### src/rsic_pkg.sv
package rsic_pkg;
   // ----------------------------------------
   // init sequence states
   // ----------------------------------------
   typedef enum logic [3:0] {
      RSIC_ST_RESET = 4'h0,
      RSIC_ST_SELF_TEST = 4'h1,
      RSIC_ST_BUS_TEST = 4'h2,
      RSIC_ST_RUN = 4'h3,
      RSIC_ST_HALT = 4'h4,
      RSIC_ST_FLOAT = 4'h5
   } rsic_state_t;

   // ----------------------------------------
   // widths and counts
   // ----------------------------------------
   localparam int RSIC_SYNC_STAGES = 2;
   localparam int RSIC_AD_WIDTH = 32;
   localparam int RSIC_TEST_COUNT = 4;
   localparam int RSIC_TEST_CYCLES = 16;
   localparam int RSIC_BUS_TEST_CYCLES = 8;
   localparam logic [31:0] RSIC_AD_IDLE = 32'h0000_0000;
   // power-up and warm reset minimum hold, in clock cycles (board side)
   localparam int RSIC_PWRUP_RESET_CYCLES = 10000;
   localparam int RSIC_WARM_RESET_CYCLES = 15;
endpackage : rsic_pkg

### src/rsic_counter.sv
`timescale 1ns/1ps
module rsic_counter #(
   parameter int WIDTH = 8
) (
   // clock and control
   input wire logic i_core_clk,
   input wire logic i_clear,
   input wire logic i_run,
   input wire logic [WIDTH-1:0] i_last,
   // status
   output logic [WIDTH-1:0] o_count,
   output logic o_done
);
   logic [WIDTH-1:0] cnt_reg;

   always_ff @(posedge i_core_clk) begin
      if (i_clear) begin
         cnt_reg <= '0;
      end else if (i_run && cnt_reg != i_last) begin
         cnt_reg <= cnt_reg + 1'b1;
      end
   end

   assign o_count = cnt_reg;
   assign o_done = (cnt_reg == i_last);
endmodule : rsic_counter

### src/rsic_reset_init.sv
`timescale 1ns/1ps
// Contract
// [RULE1] core and bus share one clock and every input and output moves on its rising edge.
// [RULE2] during reset the address/data bus and control outputs sit idle.
// [RULE3] during reset only the float strap, self-test select and hold request are looked at.
// [RULE4] the reset input passes through a synchroniser before it acts.
// [RULE5] the board holds reset at least 10000 clocks at power-up; the testbench board holds it 12 clocks.
// [RULE6] the board should hold a warm reset at least 15 clocks.
// [RULE7] self-test select is sampled at the end of reset.
// [RULE8] with self-test selected, internal self-test runs, then the bus confidence test.
// [RULE9] without self-test selected, only the bus confidence test runs.
// [RULE10] fail is asserted at reset start and toggles per test during self-test.
// [RULE11] on a pass fail drops and user code starts.
// [RULE12] on a failure fail is asserted and execution halts.
// [RULE13] float strap low at end of reset stops the clocks and floats every output.
// [RULE14] a hold request is granted in reset, while halted and in normal running; the code refuses it in running while i_core_atomic is high.
// [RULE15] the reset synchroniser has two or more stages and releases only when synchronised.
module rsic_reset_init
   import rsic_pkg::*;
#(
   parameter int AD_WIDTH = RSIC_AD_WIDTH,
   parameter int TEST_COUNT = RSIC_TEST_COUNT,
   parameter int TEST_CYCLES = RSIC_TEST_CYCLES,
   parameter int BUS_TEST_CYCLES = RSIC_BUS_TEST_CYCLES
) (
   // clock and reset
   input wire logic i_core_clk,
   input wire logic i_rst,
   // straps and requests
   input wire logic i_self_test_select,
   input wire logic i_atomic_or_float_strap_n,
   input wire logic i_hold_req,
   // core side
   input wire logic i_core_bus_req,
   input wire logic [AD_WIDTH-1:0] i_core_ad,
   input wire logic i_core_atomic,
   input wire logic [TEST_COUNT-1:0] i_test_fail,
   input wire logic i_bus_test_fail,
   // bus outputs
   output logic [AD_WIDTH-1:0] o_ad,
   output logic o_ad_oe,
   output logic o_addr_strobe_n,
   output logic o_ctrl_oe,
   output logic o_atomic_n,
   output logic o_atomic_oe,
   output logic o_bus_grant_ack,
   output logic o_bus_grant_ack_oe,
   // status
   output logic o_fail_n,
   output logic o_fail_oe,
   output logic o_core_run,
   output logic o_core_clk_en,
   output logic o_all_outputs_float_mode,
   output logic [3:0] o_state
);
   // ----------------------------------------
   // reset synchroniser
   // ----------------------------------------
   logic rst_sync;

   // only the last stage is read; the raw pin may move at any time
   rsic_sync #(
      .STAGES(RSIC_SYNC_STAGES)
   ) u_rst_sync (
      .i_core_clk(i_core_clk),
      .i_level(i_rst),
      .o_level(rst_sync)
   ); // RULE4 RULE15

   // ----------------------------------------
   // state and counters
   // ----------------------------------------
   rsic_state_t state_reg;
   rsic_state_t state_next;
   logic [7:0] test_idx_reg;
   logic [7:0] test_idx_next;
   logic fail_reg;
   logic fail_next;
   logic any_fail_reg;
   logic any_fail_next;
   logic self_test_select_reg;
   logic float_reg;
   logic hold_ack_reg;
   logic [AD_WIDTH-1:0] ad_reg;
   logic ad_oe_reg;
   logic strobe_n_reg;
   logic ctrl_oe_reg;
   logic atomic_n_reg;
   logic run_reg;
   logic clk_en_reg;
   logic fail_n_reg;
   logic pins_oe_reg;
   logic [15:0] phase_cnt;
   logic phase_done;
   logic phase_clear;
   logic [15:0] phase_last;

   // ----------------------------------------
   // state decode
   // ----------------------------------------
   wire in_reset = rst_sync;
   wire in_self = (state_reg == RSIC_ST_SELF_TEST);
   wire in_bus = (state_reg == RSIC_ST_BUS_TEST);
   wire in_run = (state_reg == RSIC_ST_RUN);
   wire in_halt = (state_reg == RSIC_ST_HALT);
   wire in_float = (state_reg == RSIC_ST_FLOAT);
   wire last_test = (test_idx_reg == 8'(TEST_COUNT - 1));
   wire cur_test_fail = i_test_fail[test_idx_reg[$clog2(TEST_COUNT > 1 ? TEST_COUNT : 2)-1:0]];
   wire reset_end = (state_reg == RSIC_ST_RESET) && !in_reset;
   // hold refused while an atomic sequence drives the lock pin
   wire hold_ok = (in_reset || in_halt || in_run || (state_reg == RSIC_ST_RESET))
      && !(in_run && i_core_atomic); // RULE14
   wire drive_bus = in_run && !hold_ack_reg && !in_reset;

   // ----------------------------------------
   // phase timer
   // ----------------------------------------
   // one timer paces both test phases, cleared between tests
   assign phase_clear = in_reset || reset_end || (in_self && phase_done)
      || (state_reg == RSIC_ST_RUN);
   assign phase_last = in_self ? 16'(TEST_CYCLES - 1) : 16'(BUS_TEST_CYCLES - 1);

   rsic_counter #(
      .WIDTH(16)
   ) u_phase (
      .i_core_clk(i_core_clk),
      .i_clear(phase_clear),
      .i_run(in_self || in_bus),
      .i_last(phase_last),
      .o_count(phase_cnt),
      .o_done(phase_done)
   );

   // ----------------------------------------
   // sequence decode
   // ----------------------------------------
   always_comb begin
      state_next = state_reg;
      test_idx_next = test_idx_reg;
      fail_next = fail_reg;
      any_fail_next = any_fail_reg;
      case (state_reg)
         RSIC_ST_RESET: begin
            fail_next = 1'b1; // RULE10
            any_fail_next = 1'b0;
            test_idx_next = 8'h00;
            if (!in_reset) begin
               if (!i_atomic_or_float_strap_n) begin
                  state_next = RSIC_ST_FLOAT; // RULE13
               end else if (i_self_test_select) begin
                  state_next = RSIC_ST_SELF_TEST; // RULE7 RULE8
               end else begin
                  state_next = RSIC_ST_BUS_TEST; // RULE9
               end
            end
         end
         RSIC_ST_SELF_TEST: begin
            if (phase_done) begin
               fail_next = ~fail_reg; // RULE10
               any_fail_next = any_fail_reg | cur_test_fail;
               test_idx_next = test_idx_reg + 8'h01;
               if (last_test) begin
                  state_next = RSIC_ST_BUS_TEST; // RULE8
               end
            end
         end
         RSIC_ST_BUS_TEST: begin
            if (phase_done) begin
               if (any_fail_reg || i_bus_test_fail) begin
                  fail_next = 1'b1; // RULE12
                  state_next = RSIC_ST_HALT;
               end else begin
                  fail_next = 1'b0; // RULE11
                  state_next = RSIC_ST_RUN;
               end
            end
         end
         RSIC_ST_RUN: begin
            // user code runs until the next reset
         end
         RSIC_ST_HALT: begin
            // execution stopped after a failed test
         end
         RSIC_ST_FLOAT: begin
            // clocks stopped, pins floating
         end
         default: begin
            state_next = RSIC_ST_RESET;
         end
      endcase
   end

   // ----------------------------------------
   // sequence registers
   // ----------------------------------------
   always_ff @(posedge i_core_clk) begin // RULE1
      if (in_reset) begin
         state_reg <= RSIC_ST_RESET;
         test_idx_reg <= 8'h00;
      end else begin
         state_reg <= state_next;
         test_idx_reg <= test_idx_next;
      end
   end

   // ----------------------------------------
   // fail level and sticky self-test result
   // ----------------------------------------
   always_ff @(posedge i_core_clk) begin
      if (in_reset) begin
         fail_reg <= 1'b1; // RULE10
         any_fail_reg <= 1'b0;
      end else begin
         fail_reg <= fail_next;
         any_fail_reg <= any_fail_next;
      end
   end

   // ----------------------------------------
   // strap capture
   // ----------------------------------------
   // taken only at the release edge
   always_ff @(posedge i_core_clk) begin
      if (in_reset) begin
         self_test_select_reg <= 1'b0;
         float_reg <= 1'b0;
         pins_oe_reg <= 1'b1;
      end else if (reset_end) begin
         self_test_select_reg <= i_self_test_select; // RULE7
         float_reg <= !i_atomic_or_float_strap_n; // RULE13
         pins_oe_reg <= i_atomic_or_float_strap_n; // RULE13
      end
   end

   // ----------------------------------------
   // hold handshake
   // ----------------------------------------
   // a grant already given stands while the request stays up, except in float mode
   wire hold_ack_next = !in_float && i_hold_req && (hold_ok || hold_ack_reg); // RULE14 RULE3

   always_ff @(posedge i_core_clk) begin
      hold_ack_reg <= hold_ack_next;
   end

   // ----------------------------------------
   // output decode
   // ----------------------------------------
   // idle bus levels whenever the core does not own the bus
   wire [AD_WIDTH-1:0] ad_next = drive_bus ? i_core_ad : AD_WIDTH'(RSIC_AD_IDLE); // RULE3
   wire strobe_n_next = !(drive_bus && i_core_bus_req); // RULE2
   wire atomic_n_next = !(drive_bus && i_core_atomic);
   // drivers let go in float mode, for a hold, and at once for a request seen in reset
   wire bus_oe_next = !in_float && !hold_ack_reg && !(in_reset && i_hold_req); // RULE2
   wire run_next = in_run && !in_reset; // RULE11
   // clocks stop only in float mode
   wire clk_en_next = !in_float || in_reset; // RULE13
   wire fail_n_next = in_reset ? 1'b0 : !fail_next; // RULE10

   // ----------------------------------------
   // bus output registers
   // ----------------------------------------
   always_ff @(posedge i_core_clk) begin
      ad_reg <= ad_next;
      strobe_n_reg <= strobe_n_next;
      atomic_n_reg <= atomic_n_next;
   end

   always_ff @(posedge i_core_clk) begin
      ad_oe_reg <= bus_oe_next; // RULE2
      ctrl_oe_reg <= bus_oe_next;
   end

   // ----------------------------------------
   // status output registers
   // ----------------------------------------
   always_ff @(posedge i_core_clk) begin
      run_reg <= run_next; // RULE11
      clk_en_reg <= clk_en_next; // RULE13
      fail_n_reg <= fail_n_next; // RULE10
   end

   // ----------------------------------------
   // output ports
   // ----------------------------------------
   assign o_ad = ad_reg;
   assign o_ad_oe = ad_oe_reg;
   assign o_addr_strobe_n = strobe_n_reg;
   assign o_ctrl_oe = ctrl_oe_reg;
   assign o_atomic_n = atomic_n_reg;
   assign o_atomic_oe = ctrl_oe_reg;
   assign o_bus_grant_ack = hold_ack_reg;
   assign o_bus_grant_ack_oe = pins_oe_reg;
   assign o_fail_n = fail_n_reg;
   assign o_fail_oe = pins_oe_reg;
   assign o_core_run = run_reg;
   assign o_core_clk_en = clk_en_reg;
   assign o_all_outputs_float_mode = float_reg;
   assign o_state = state_reg;

   logic unused_ok;
   assign unused_ok = self_test_select_reg;
endmodule : rsic_reset_init

### src/rsic_sync.sv
`timescale 1ns/1ps
module rsic_sync #(
   parameter int STAGES = 2
) (
   // clock
   input wire logic i_core_clk,
   // level in and out
   input wire logic i_level,
   output logic o_level
);
   logic [STAGES-1:0] sync_reg;

   always_ff @(posedge i_core_clk) begin
      sync_reg <= {sync_reg[STAGES-2:0], i_level};
   end

   assign o_level = sync_reg[STAGES-1];
endmodule : rsic_sync

### config.mk
export PLATFORM = sky130hd
export DESIGN_NAME = rsic_reset_init
export DESIGN_NICKNAME = d
export VERILOG_FILES = /design/src/rsic_pkg.sv /design/src/rsic_counter.sv /design/src/rsic_reset_init.sv /design/src/rsic_sync.sv
export SDC_FILE = /design/constraint.sdc
export NUM_CORES = 1
export LEC_CHECK = 0
export BUFFER_PORTS_ARGS = -buffer_cell sky130_fd_sc_hd__buf_2
export CORE_MARGIN = 1.5
export CORE_UTILIZATION = 55
export DETAILED_ROUTE_END_ITERATION = 16
export PLACE_DENSITY_LB_ADDON = 0.15
export SYNTH_ARGS = -nofsm -noshare
export SYNTH_HDL_FRONTEND = slang
export SYNTH_SLANG_ARGS = --single-unit
export TNS_END_PERCENT = 50
### constraint.sdc
create_clock -name i_core_clk -period 3.6 [get_ports i_core_clk]
set_input_delay 0.72 -clock i_core_clk [delete_from_list [all_inputs] [get_ports i_core_clk]]
set_output_delay 0.72 -clock i_core_clk [all_outputs]
set_load 0.05 [all_outputs]
# Yosys cells after proc, flatten, opt, wreduce, memory -nomap -nowiden

Cells that the tools add are included.

Add/subtract/negate cells: 2
Magnitude comparators: 1
Equal/unequal tests: 11
Muxes and demuxes: 18
Bitwise gates (word level): 3
Reductions and logical operators: 39

Operators with widths:

| kind                                                                          | number |
|---|---|
| 16-bit by 1-bit adder with 16-bit output (second input constant)              | 1 |
| 16-bit by 4-bit == test with 1-bit output                                     | 1 |
| 4-bit 2-to-1 mux                                                              | 4 |
| 16-bit by 4-bit inequality test with 1-bit output                             | 1 |
| 4-bit one-hot mux with 4 select lines                                         | 1 |
| 8-bit one-hot mux with 2 select lines                                         | 1 |
| 1-bit logical AND                                                             | 15 |
| 1-bit logical OR                                                              | 10 |
| 1-bit logical NOT                                                             | 9 |
| 8-bit by 1-bit adder with 8-bit output (second input constant)                | 1 |
| 4-bit by 2-bit == test with 1-bit output (second input constant)              | 2 |
| 4-bit by 3-bit == test with 1-bit output (second input constant)              | 2 |
| 8-bit by 2-bit == test with 1-bit output (second input constant)              | 1 |
| 8-bit 2-to-1 mux                                                              | 1 |
| 3-bit 2-to-1 mux                                                              | 2 |
| 1-bit 2-to-1 mux                                                              | 5 |
| 4-bit by 1-bit == test with 1-bit output (second input constant)              | 1 |
| 4-bit logical NOT                                                             | 1 |
| 2-bit inequality test (second input constant)                                 | 2 |
| 4-bit AND reduction                                                           | 1 |
| 2-bit by 3-bit less-than comparator with 1-bit output (second input constant) | 1 |
| 1-bit one-hot mux with 3 select lines                                         | 1 |
| 3-bit OR reduction                                                            | 1 |
| 1-bit binary-select mux with 2-bit select                                     | 1 |
| 7 further kinds                                                               | 8 |

Register bits: 73
Output and inout port bits: 48
Logic and storage cells: 90

# Logic depth before layout (Yosys ltp)

Gate-level depths: netlist (run 1).

Depth after elaboration: 7
Depth in mapped cells: 7
Depth with buffers taken out: 5

# Cells and area by module

A second synthesis (run 1) with hierarchy kept.

Cell total of the unflattened synthesis: 310
Area total of the unflattened synthesis: 2986.6 sq um

Modules (own cells, without submodules):

| module          | times used | cells each | area an instance (sq um) | sequential area each (sq um) |
|---|---|---|---|---|
| rsic_reset_init | 1          | 194        | 1939.4                   | 1081.0 |
| rsic_counter    | 1          | 114        | 1007.2                   | 320.3 |
| rsic_sync       | 1          | 2          | 40.0                     | 40.0 |

# Least setup slack after synthesis (run 1)

OpenSTA, ideal clock, no wires.

Path type: register to register
Start point: reg state_reg[0] (netlist: o_state[0])
End point: reg test_idx_reg[7]
Library setup time: 0.071 ns
Arrival time: 2.268 ns
Data required time: 3.529 ns
Slack: 1.262 ns
Cell stages (with the launch flop): 7
Clock period less this slack: 2.338 ns
Cell sequence: dfxtp_1 buf_4 or3b_1 buf_2 or4_1 or3_1 a21oi_1

Word-level cells in the longest chain between the ends: 5
Elaborated cells on any way between the ends: 8
Classes of those cells: 3 x eq/ne; 2 x mux; 3 x reduce/logical

Ends and longest elaborated chain:

| what                                      | line                                           | text |
|---|---|---|
| from (decl)                               | rsic_reset_init.sv:73                          | `rsic_state_t state_reg;` |
| from (signal assigned)                    | rsic_reset_init.sv:201                         | `state_reg <= state_next;` |
| 4-bit by 1-bit == test with 1-bit output  | rsic_reset_init.sv:102, rsic_reset_init.sv:142 |  |
| 4-bit 2-to-1 mux                          | rsic_reset_init.sv:121                         | `assign phase_last = in_self ? 16'(TEST_CYCLES - 1) : 16'(BUS_TEST_CYCLES - 1);` |
| 16-bit by 4-bit == test with 1-bit output | rsic_counter.sv:25                             | `assign o_done = (cnt_reg == i_last);` |
| 2-bit inequality test (no source line)    | --                                             |  |
| 2-bit AND reduction (no source line)      | --                                             |  |
| to (signal assigned)                      | rsic_reset_init.sv:202                         | `test_idx_reg <= test_idx_next;` |
| to (decl)                                 | rsic_reset_init.sv:75                          | `logic [7:0] test_idx_reg;` |

Several ways; a longest one is shown, not always the timed one.
A chain may end at the register's enable or synchronous reset.

# Final worst setup path (run 1)

Start point: reg state_reg[2] (netlist: o_state[2])
End point: out o_state[2]

RTL lines:

| what      | line                  | text |
|---|---|---|
| to (decl) | rsic_reset_init.sv:54 | `output logic [3:0] o_state` |

No word-level cell between the ends.

==> results.tsv, run 1 <==
stage	metric	value	unit
status	status	finished clean	
global_route	largest net degree at the start of global routing	35	
synth	post-synthesis cell area	3040	µm²
die	Die Footprint	5980	µm²
finish	layout filler cell count	421	
clock_network	clock latency on the worst-skew pair	350	ps
clock_network	CTS Root Cell	clkbuf_8	
detailed_routing	vias	2632	
global_route	initial antenna violation count	0	
synth	async set or reset register ratio after synthesis	0	%
finish	fin cells	478	
placed_design	placed cell count	462	
clock_network	clock-pin slew on the worst setup and hold paths	80	ps
synth	Mapped Nets	370	
worst_setup_path	Crit path arrival time	1650	ps
die	Die Wd	77.3	µm
worst_setup_path	CP top delay family	flip-flops	
power	Sw Ratio	35.9	%
finish	register area	1440	µm²
sta	setup ws final	1230	ps
sta	post-route minimum period	2370	ps
clock_network	CTS tree	built	
power	Pint	0.00136	W
power	Gate power share	25.9	%
detailed_routing	DRC viols	0	
finish	multi-input combinational cell area	1450	µm²
global_route	grt ovf	0	
synth	number of warnings issued by yosys	0	
sta	Hold WS	342	ps
global_route	first-pass GRT wire length	10900	µm
placed_design	Post-Place Setup Slack	1260	ps
power	Seq pwr share	43.3	%
power	P per Cell Area	576	nW/µm²
sta	unrepaired setup endpoints after global routing	no	
finish	final core occ	70.7	%
placed_design	gp weighted congestion	0.829	
sta	total negative slack	0	ps
clock_network	post-CTS setup buffer count	0	
power	P_leak	1.48	nW
flow_run	max_cap viols	0	
worst_setup_path	critical path cell sequence	buf_2	
finish	layout cell share with drive strength beyond 1	28.9	%
worst_setup_path	CP max stage cell	dfxtp_1	
detailed_routing	drt wl/cell	13.6	µm
sta	maximum clock frequency	423	MHz
synth	syn avg cell area	9.37	µm²
sta	Tightest Pin Transition	866	ps
power	net switching power	0.000760	W
worst_setup_path	crit-path max FO	28	
sta	Final Max Slew Viols	0	
die	die height	77.3	µm
clock_network	TritonCTS buffer count	9	
detailed_routing	TritonRoute pass-1 iters	4	
worst_setup_path	critical path's largest stage delay	890	ps
finish	antenna diode count	0	
power	Peak VDD IR	0.000330	V
synth	Synth Instances	324	
die	# IOs	92	
clock_network	CTS resizes	0	
finish	max FFs per register	32	
die	row cnt	26	
synth	Yosys reg bits	72	
min_path	hold crit path type	reg -> reg	
power	Clock Power Share	30.8	%
finish	Nets	449	
sta	Final Hold Viols	0	
worst_setup_path	WS Path Type	reg -> out	
placed_design	Port Buffers	90	
detailed_routing	Starting DRT DRC Count	124	
synth	ys flop type	dfxtp_1	
sta	crit share post-route	65.7	%
detailed_routing	DR vias/cell	5.51	
die	starting density of the core	58.3	%
clock_network	H-tree levels	3	
clock_network	CTS Sinks	72	
detailed_routing	Post-DRT Antenna Nets	0	
worst_setup_path	CP bufs+invs	1	
detailed_routing	final wirelength	6480	µm
sta	# setup viols final	0	
clock_network	Max Root-Sink Buffers	2	
worst_setup_path	WP data required	2880	ps
worst_setup_path	crit end category	output pin	
synth	sequential cell area fraction in the yosys report	47.5	%
die	Core ar.	5200	µm²
sta	Setup Skew	8.58	ps
global_route	number of global-route vias before repair	2402	
sta	relative slew slack	42.2	%
synth	Post-synth EDFFs	0	
global_route	GRT Overall Usage	23.0	%
synth	Synth cell types	53	
worst_setup_path	CP Launch Type	flop	
finish	area grow syn2layout	21.2	%
placed_design	HPWL Detailed	4670	µm
clock_network	Post-CTS Hold Buffers	0	
-- layout make-up --
| cell class | instances | area share, % |
|---|---|---|
| Inverter | 4 | 0.408 |
| Sequential cell | 72 | 39.2 |
| Clock buffer | 11 | 3.84 |
| Tap cell | 70 | 2.38 |
| Clock inverter | 5 | 1.73 |
| Multi-Input combinational cell | 222 | 39.4 |
| Timing Repair Buffer | 94 | 13.1 |
-- cell usage after synthesis, drive strengths merged (2+ instances only) --
master  instances  share of area [%]
dfxtp          72                 47
and2           33                6.8
a21oi          16                2.6
clkbuf         16                2.0
nand2          14                1.7
o21ai          14                2.3
nand3          11                1.8
nor2           11                1.4
nor3           11                1.8
a211oi         10                2.6
buf            10                2.5
nand4           9                1.9
or3             9                1.9
nor4            8                2.3
xnor2           8                2.3
or4             6                1.5
and4            5                1.4
nor2b           5                1.0
o31ai           5                1.2
inv             4               0.49
nand2b          4               0.82
o211ai          4               0.99
a311oi          3               0.87
nor4b           3               0.87
a211o           2               0.58
and3            2               0.41
ha              2               0.82
nand3b          2               0.49
nand4b          2               0.58
nor3b           2               0.66
o21a            2               0.49
o21bai          2               0.49
or2             2               0.41
-- cells in the final DEF, fill, tap and decap left out, types with 6 or more instances in the layout --
master	count
buf_2	90
dfxtp_1	72
and2_1	33
a21oi_1	16
nand2_1	14
o21ai_0	14
nor2_1	11
nand3_1	11
nor3_1	10
clkbuf_8	10
nand4_1	9
or3_1	9
a211oi_1	9
xnor2_1	8
or4_1	6
-- through the flow --
step | power (W) | cell area [µm²]
detailed placement | 0.00148 | 3470
global placement | 0.00147 | 3470
global route | 0.00223 | 3680
floorplan | 0.00137 | 3040
finish | 0.00212 | 3680
CTS | 0.00213 | 3680
-- power groups by stage --
| stage | Sequential [W] | Clock (W) | Combinational, W |
|---|---|---|---|
| 2_1_floorplan | 0.00100 | 0 | 0.000368 |
| 3_3_place_gp | 0.000930 | 0 | 0.000542 |
| 3_5_place_dp | 0.000934 | 0 | 0.000549 |
| 4_1_cts | 0.000915 | 0.000663 | 0.000551 |
| 5_1_grt | 0.000928 | 0.000700 | 0.000598 |
| 6_report | 0.000916 | 0.000652 | 0.000550 |
-- routing by layer --
metal | part of all wire [%] | global-route usage (%) | wire, µm | up-vias
met5 | 0 | 0 | 0 | -
met4 | 1.4 | 9.45 | 92 | 0
met3 | 7.7 | 7.14 | 501 | 11
met2 | 47 | 36.4 | 3040 | 91
met1 | 44 | 29.0 | 2850 | 1197
li1 | - | - | - | 1333
-- worst paths after layout --
kind,start,to,slack [ps],cells after the start
min reg2reg,u_rst_sync.sync_reg[0]$_DFF_P_,u_rst_sync.sync_reg[1]$_DFF_P_,340,0
max,o_state[2]$_SDFFE_PP0P_,o_state[2],1230,1
max reg2reg,o_state[1]$_SDFFE_PP0P_,u_phase.o_count[15]$_SDFFE_PP0P_,1260,5
min,u_rst_sync.sync_reg[0]$_DFF_P_,u_rst_sync.sync_reg[1]$_DFF_P_,340,0
-- cell families (layout without fill, tap and decap cells) --
kind of cell,count (synthesis),after routing,share of synthesized area (%)
AO/OA/AOI/OAI,67,67,14.8
XOR/XNOR,9,9,2.60
adder cells (fa/ha/maj),2,2,0.824
buffers and inverters,30,114,4.94
flip-flops,72,72,47.5
multiplexers,1,1,0.742
other,1,1,0.123
AND/OR/NAND/NOR,142,142,28.6
Power figures use the tool's default switching activity.
==> run 2, diff against run 1 <==
Settings changed: CORE_UTILIZATION 55 to 51.
Clock period 3.6 ns to 2.3 ns, I/O delays scaled along.
==> results.tsv, run 2 (synthesis results as in run 1) <==
stage	metric	value	unit	change
flow_run	max_cap viols	0		unchanged
detailed_routing	DRC viols	0		unchanged
sta	# setup viols final	0		unchanged
finish	area grow syn2layout	23.2	%	
worst_setup_path	setup slack, reg-to-reg	290	ps	-970 ps
power	net switching power	0.00120	W	+58%
global_route	largest net degree at the start of global routing	20		-43%
worst_setup_path	crit-path max FO	16		-43%
global_route	number of global-route vias before repair	2412		+0.42%
finish	commonest non-fill, non-tap cells in the layout	buf_2 (90), dfxtp_1 (71), and2_1 (33), a21oi_1 (16)		
finish	max FFs per register	32		unchanged
worst_setup_path	r2r startpoint	u_phase.o_count[4]$_SDFFE_PP0P_		
power	Seq pwr share	41.6	%	-1.7 points
worst_setup_path	WP data required	2510	ps	-370 ps
worst_setup_path	crit end category	flop		
finish	antenna diode count	0		unchanged
clock_network	TritonCTS buffer count	9		unchanged
placed_design	Port Buffers	90		unchanged
detailed_routing	TritonRoute pass-1 iters	5		+1
clock_network	H-tree levels	3		unchanged
worst_setup_path	Critical R2R Capture	u_phase.o_count[2]$_SDFFE_PP0P_		
worst_setup_path	FF-to-FF path depth	5		unchanged
finish	register area	1440	µm²	about the same
detailed_routing	final wirelength	6660	µm	+2.7%
worst_setup_path	CP max stage cell	nor4_2		
power	Sw Ratio	36.1	%	+0.27 points
worst_setup_path	CP Launch Type	flop		
sta	Final Hold Viols	0		unchanged
sta	post-route minimum period	2010	ps	
clock_network	CTS Root Cell	clkbuf_8		
min_path	Hold EP	u_rst_sync.sync_reg[0]$_DFF_P_		
min_path	hold crit path type	in -> reg		
global_route	initial antenna violation count	0		unchanged
die	die height	80.2	µm	+3.7%
finish	layout cell share with drive strength beyond 1	30.9	%	+2.0 points
global_route	GRT Overall Usage	22.3	%	-0.73 points
power	Gate power share	29.1	%	+3.2 points
power	Peak VDD IR	0.000742	V	+120%
clock_network	Post-CTS Hold Buffers	0		unchanged
finish	most common cell after layout, fill and taps aside	buf_2		
detailed_routing	DR vias/cell	5.53		+0.42%
clock_network	Max Root-Sink Buffers	2		unchanged
clock_network	clock-pin slew on the worst setup and hold paths	70	ps	about the same
finish	fin cells	489		+2.3%
die	# IOs	92		unchanged
power	P_leak	1.53	nW	+3.0%
placed_design	HPWL Detailed	4890	µm	+4.6%
detailed_routing	vias	2704		+2.7%
finish	layout filler cell count	459		+9.0%
finish	multi-input combinational cell area	1450	µm²	unchanged
die	starting density of the core	53.8	%	-4.5 points
sta	maximum clock frequency	499	MHz	
die	Die Footprint	6430	µm²	+7.5%
detailed_routing	Post-DRT Antenna Nets	0		unchanged
worst_setup_path	Crit path arrival time	2210	ps	+560 ps
sta	relative slew slack	62.3	%	+20 points
die	Die Wd	80.2	µm	+3.7%
sta	crit share post-route	87.2	%	
sta	Setup Skew	7.28	ps	-1.30 ps
clock_network	CTS tree	built		
status	status	finished clean		
detailed_routing	drt wl/cell	13.6	µm	+0.41%
clock_network	CTS Sinks	72		unchanged
worst_setup_path	critical path cell sequence	nor4_2, nand4_1, a211oi_2, buf_4, a2111oi_0		
die	Core ar.	5640	µm²	+8.4%
finish	Nets	458		+2.0%
global_route	first-pass GRT wire length	11100	µm	+1.3%
sta	Tightest Pin Transition	561	ps	-305 ps
worst_setup_path	WS Path Type	reg -> reg		
clock_network	CTS resizes	0		unchanged
power	P per Cell Area	890	nW/µm²	+55%
worst_setup_path	critical path's largest stage delay	550	ps	-340 ps
global_route	grt ovf	0		unchanged
clock_network	clock latency on the worst-skew pair	340	ps	about the same
power	Clock Power Share	29.3	%	-1.5 points
min_path	min-delay src	i_rst		
min_path	Hold Crit Depth	1		+1
finish	final core occ	66.3	%	-4.4 points
sta	unrepaired setup endpoints after global routing	no		
sta	total negative slack	0	ps	unchanged
power	Pint	0.00212	W	+56%
clock_network	post-CTS setup buffer count	0		unchanged
sta	Final Max Slew Viols	0		unchanged
detailed_routing	Starting DRT DRC Count	146		+18%
placed_design	gp weighted congestion	0.869		+4.8%
die	row cnt	27		+3.8%
placed_design	placed cell count	473		+2.4%
-- run 2: per-layer routing --
| layer | GRT usage [%] | up-vias | wire (µm) |
|---|---|---|---|
| met5 | 0 | - | 0 |
| met4 | 9.66 | 0 | 113 |
| met3 | 6.59 | 11 | 486 |
| met2 | 34.0 | 102 | 3060 |
| met1 | 29.0 | 1239 | 2990 |
| li1 | - | 1352 | - |
-- run 2: worst max-delay path: cells and delay by family (launching register included) --
kind | cells | cell delay [ps]
buf+inv | 1 | 250
compound gates | 2 | 380
simple gates | 2 | 860
flops | 1 | 380
-- run 2: worst max path at each step --
stage	depth (start not counted)	slack, ps	to	startpoint
global route	4	140	u_phase.o_count[2]$_SDFFE_PP0P_	u_phase.o_count[11]$_SDFFE_PP0P_
floorplan	6	110	test_idx_reg[7]$_SDFFE_PP0P_	o_state[1]$_SDFFE_PP0P_
global placement	4	350	test_idx_reg[7]$_SDFFE_PP0P_	o_state[0]$_SDFFE_PP0P_
CTS	5	300	test_idx_reg[6]$_SDFFE_PP0P_	o_state[0]$_SDFFE_PP0P_
finish	5	290	u_phase.o_count[2]$_SDFFE_PP0P_	u_phase.o_count[4]$_SDFFE_PP0P_
detailed placement	4	330	test_idx_reg[7]$_SDFFE_PP0P_	o_state[0]$_SDFFE_PP0P_
-- run 2: layout make-up --
cell class                 instances  area share [%]
tap                               72            2.41
clock inverter                     7            1.87
multi-input combinational        222            38.8
clock buffer                       9            3.31
timing repair buffer             103            14.7
sequential                        72            38.6
inverter                           4           0.401
-- run 2: per-stage QoR --
step | total power [W] | worst slack (ps) | area, µm² | hold slack (ps)
after global placement | 0.00236 | 350 | 3550 | 313
final | 0.00333 | 294 | 3740 | 227
after floorplan | 0.00215 | 109 | 3040 | 310
after CTS | 0.00334 | 296 | 3740 | 211
after detailed placement | 0.00237 | 326 | 3550 | 312
after global routing | 0.00351 | 136 | 3740 | 210
-- run 2: power groups by stage --
stage	logic [W]	clock network [W]	registers [W]
4_1_cts	0.000963	0.000990	0.00139
5_1_grt	0.00105	0.00105	0.00140
6_report	0.000967	0.000975	0.00139
2_1_floorplan	0.000576	0	0.00157
3_5_place_dp	0.000961	0	0.00141
3_3_place_gp	0.000951	0	0.00141
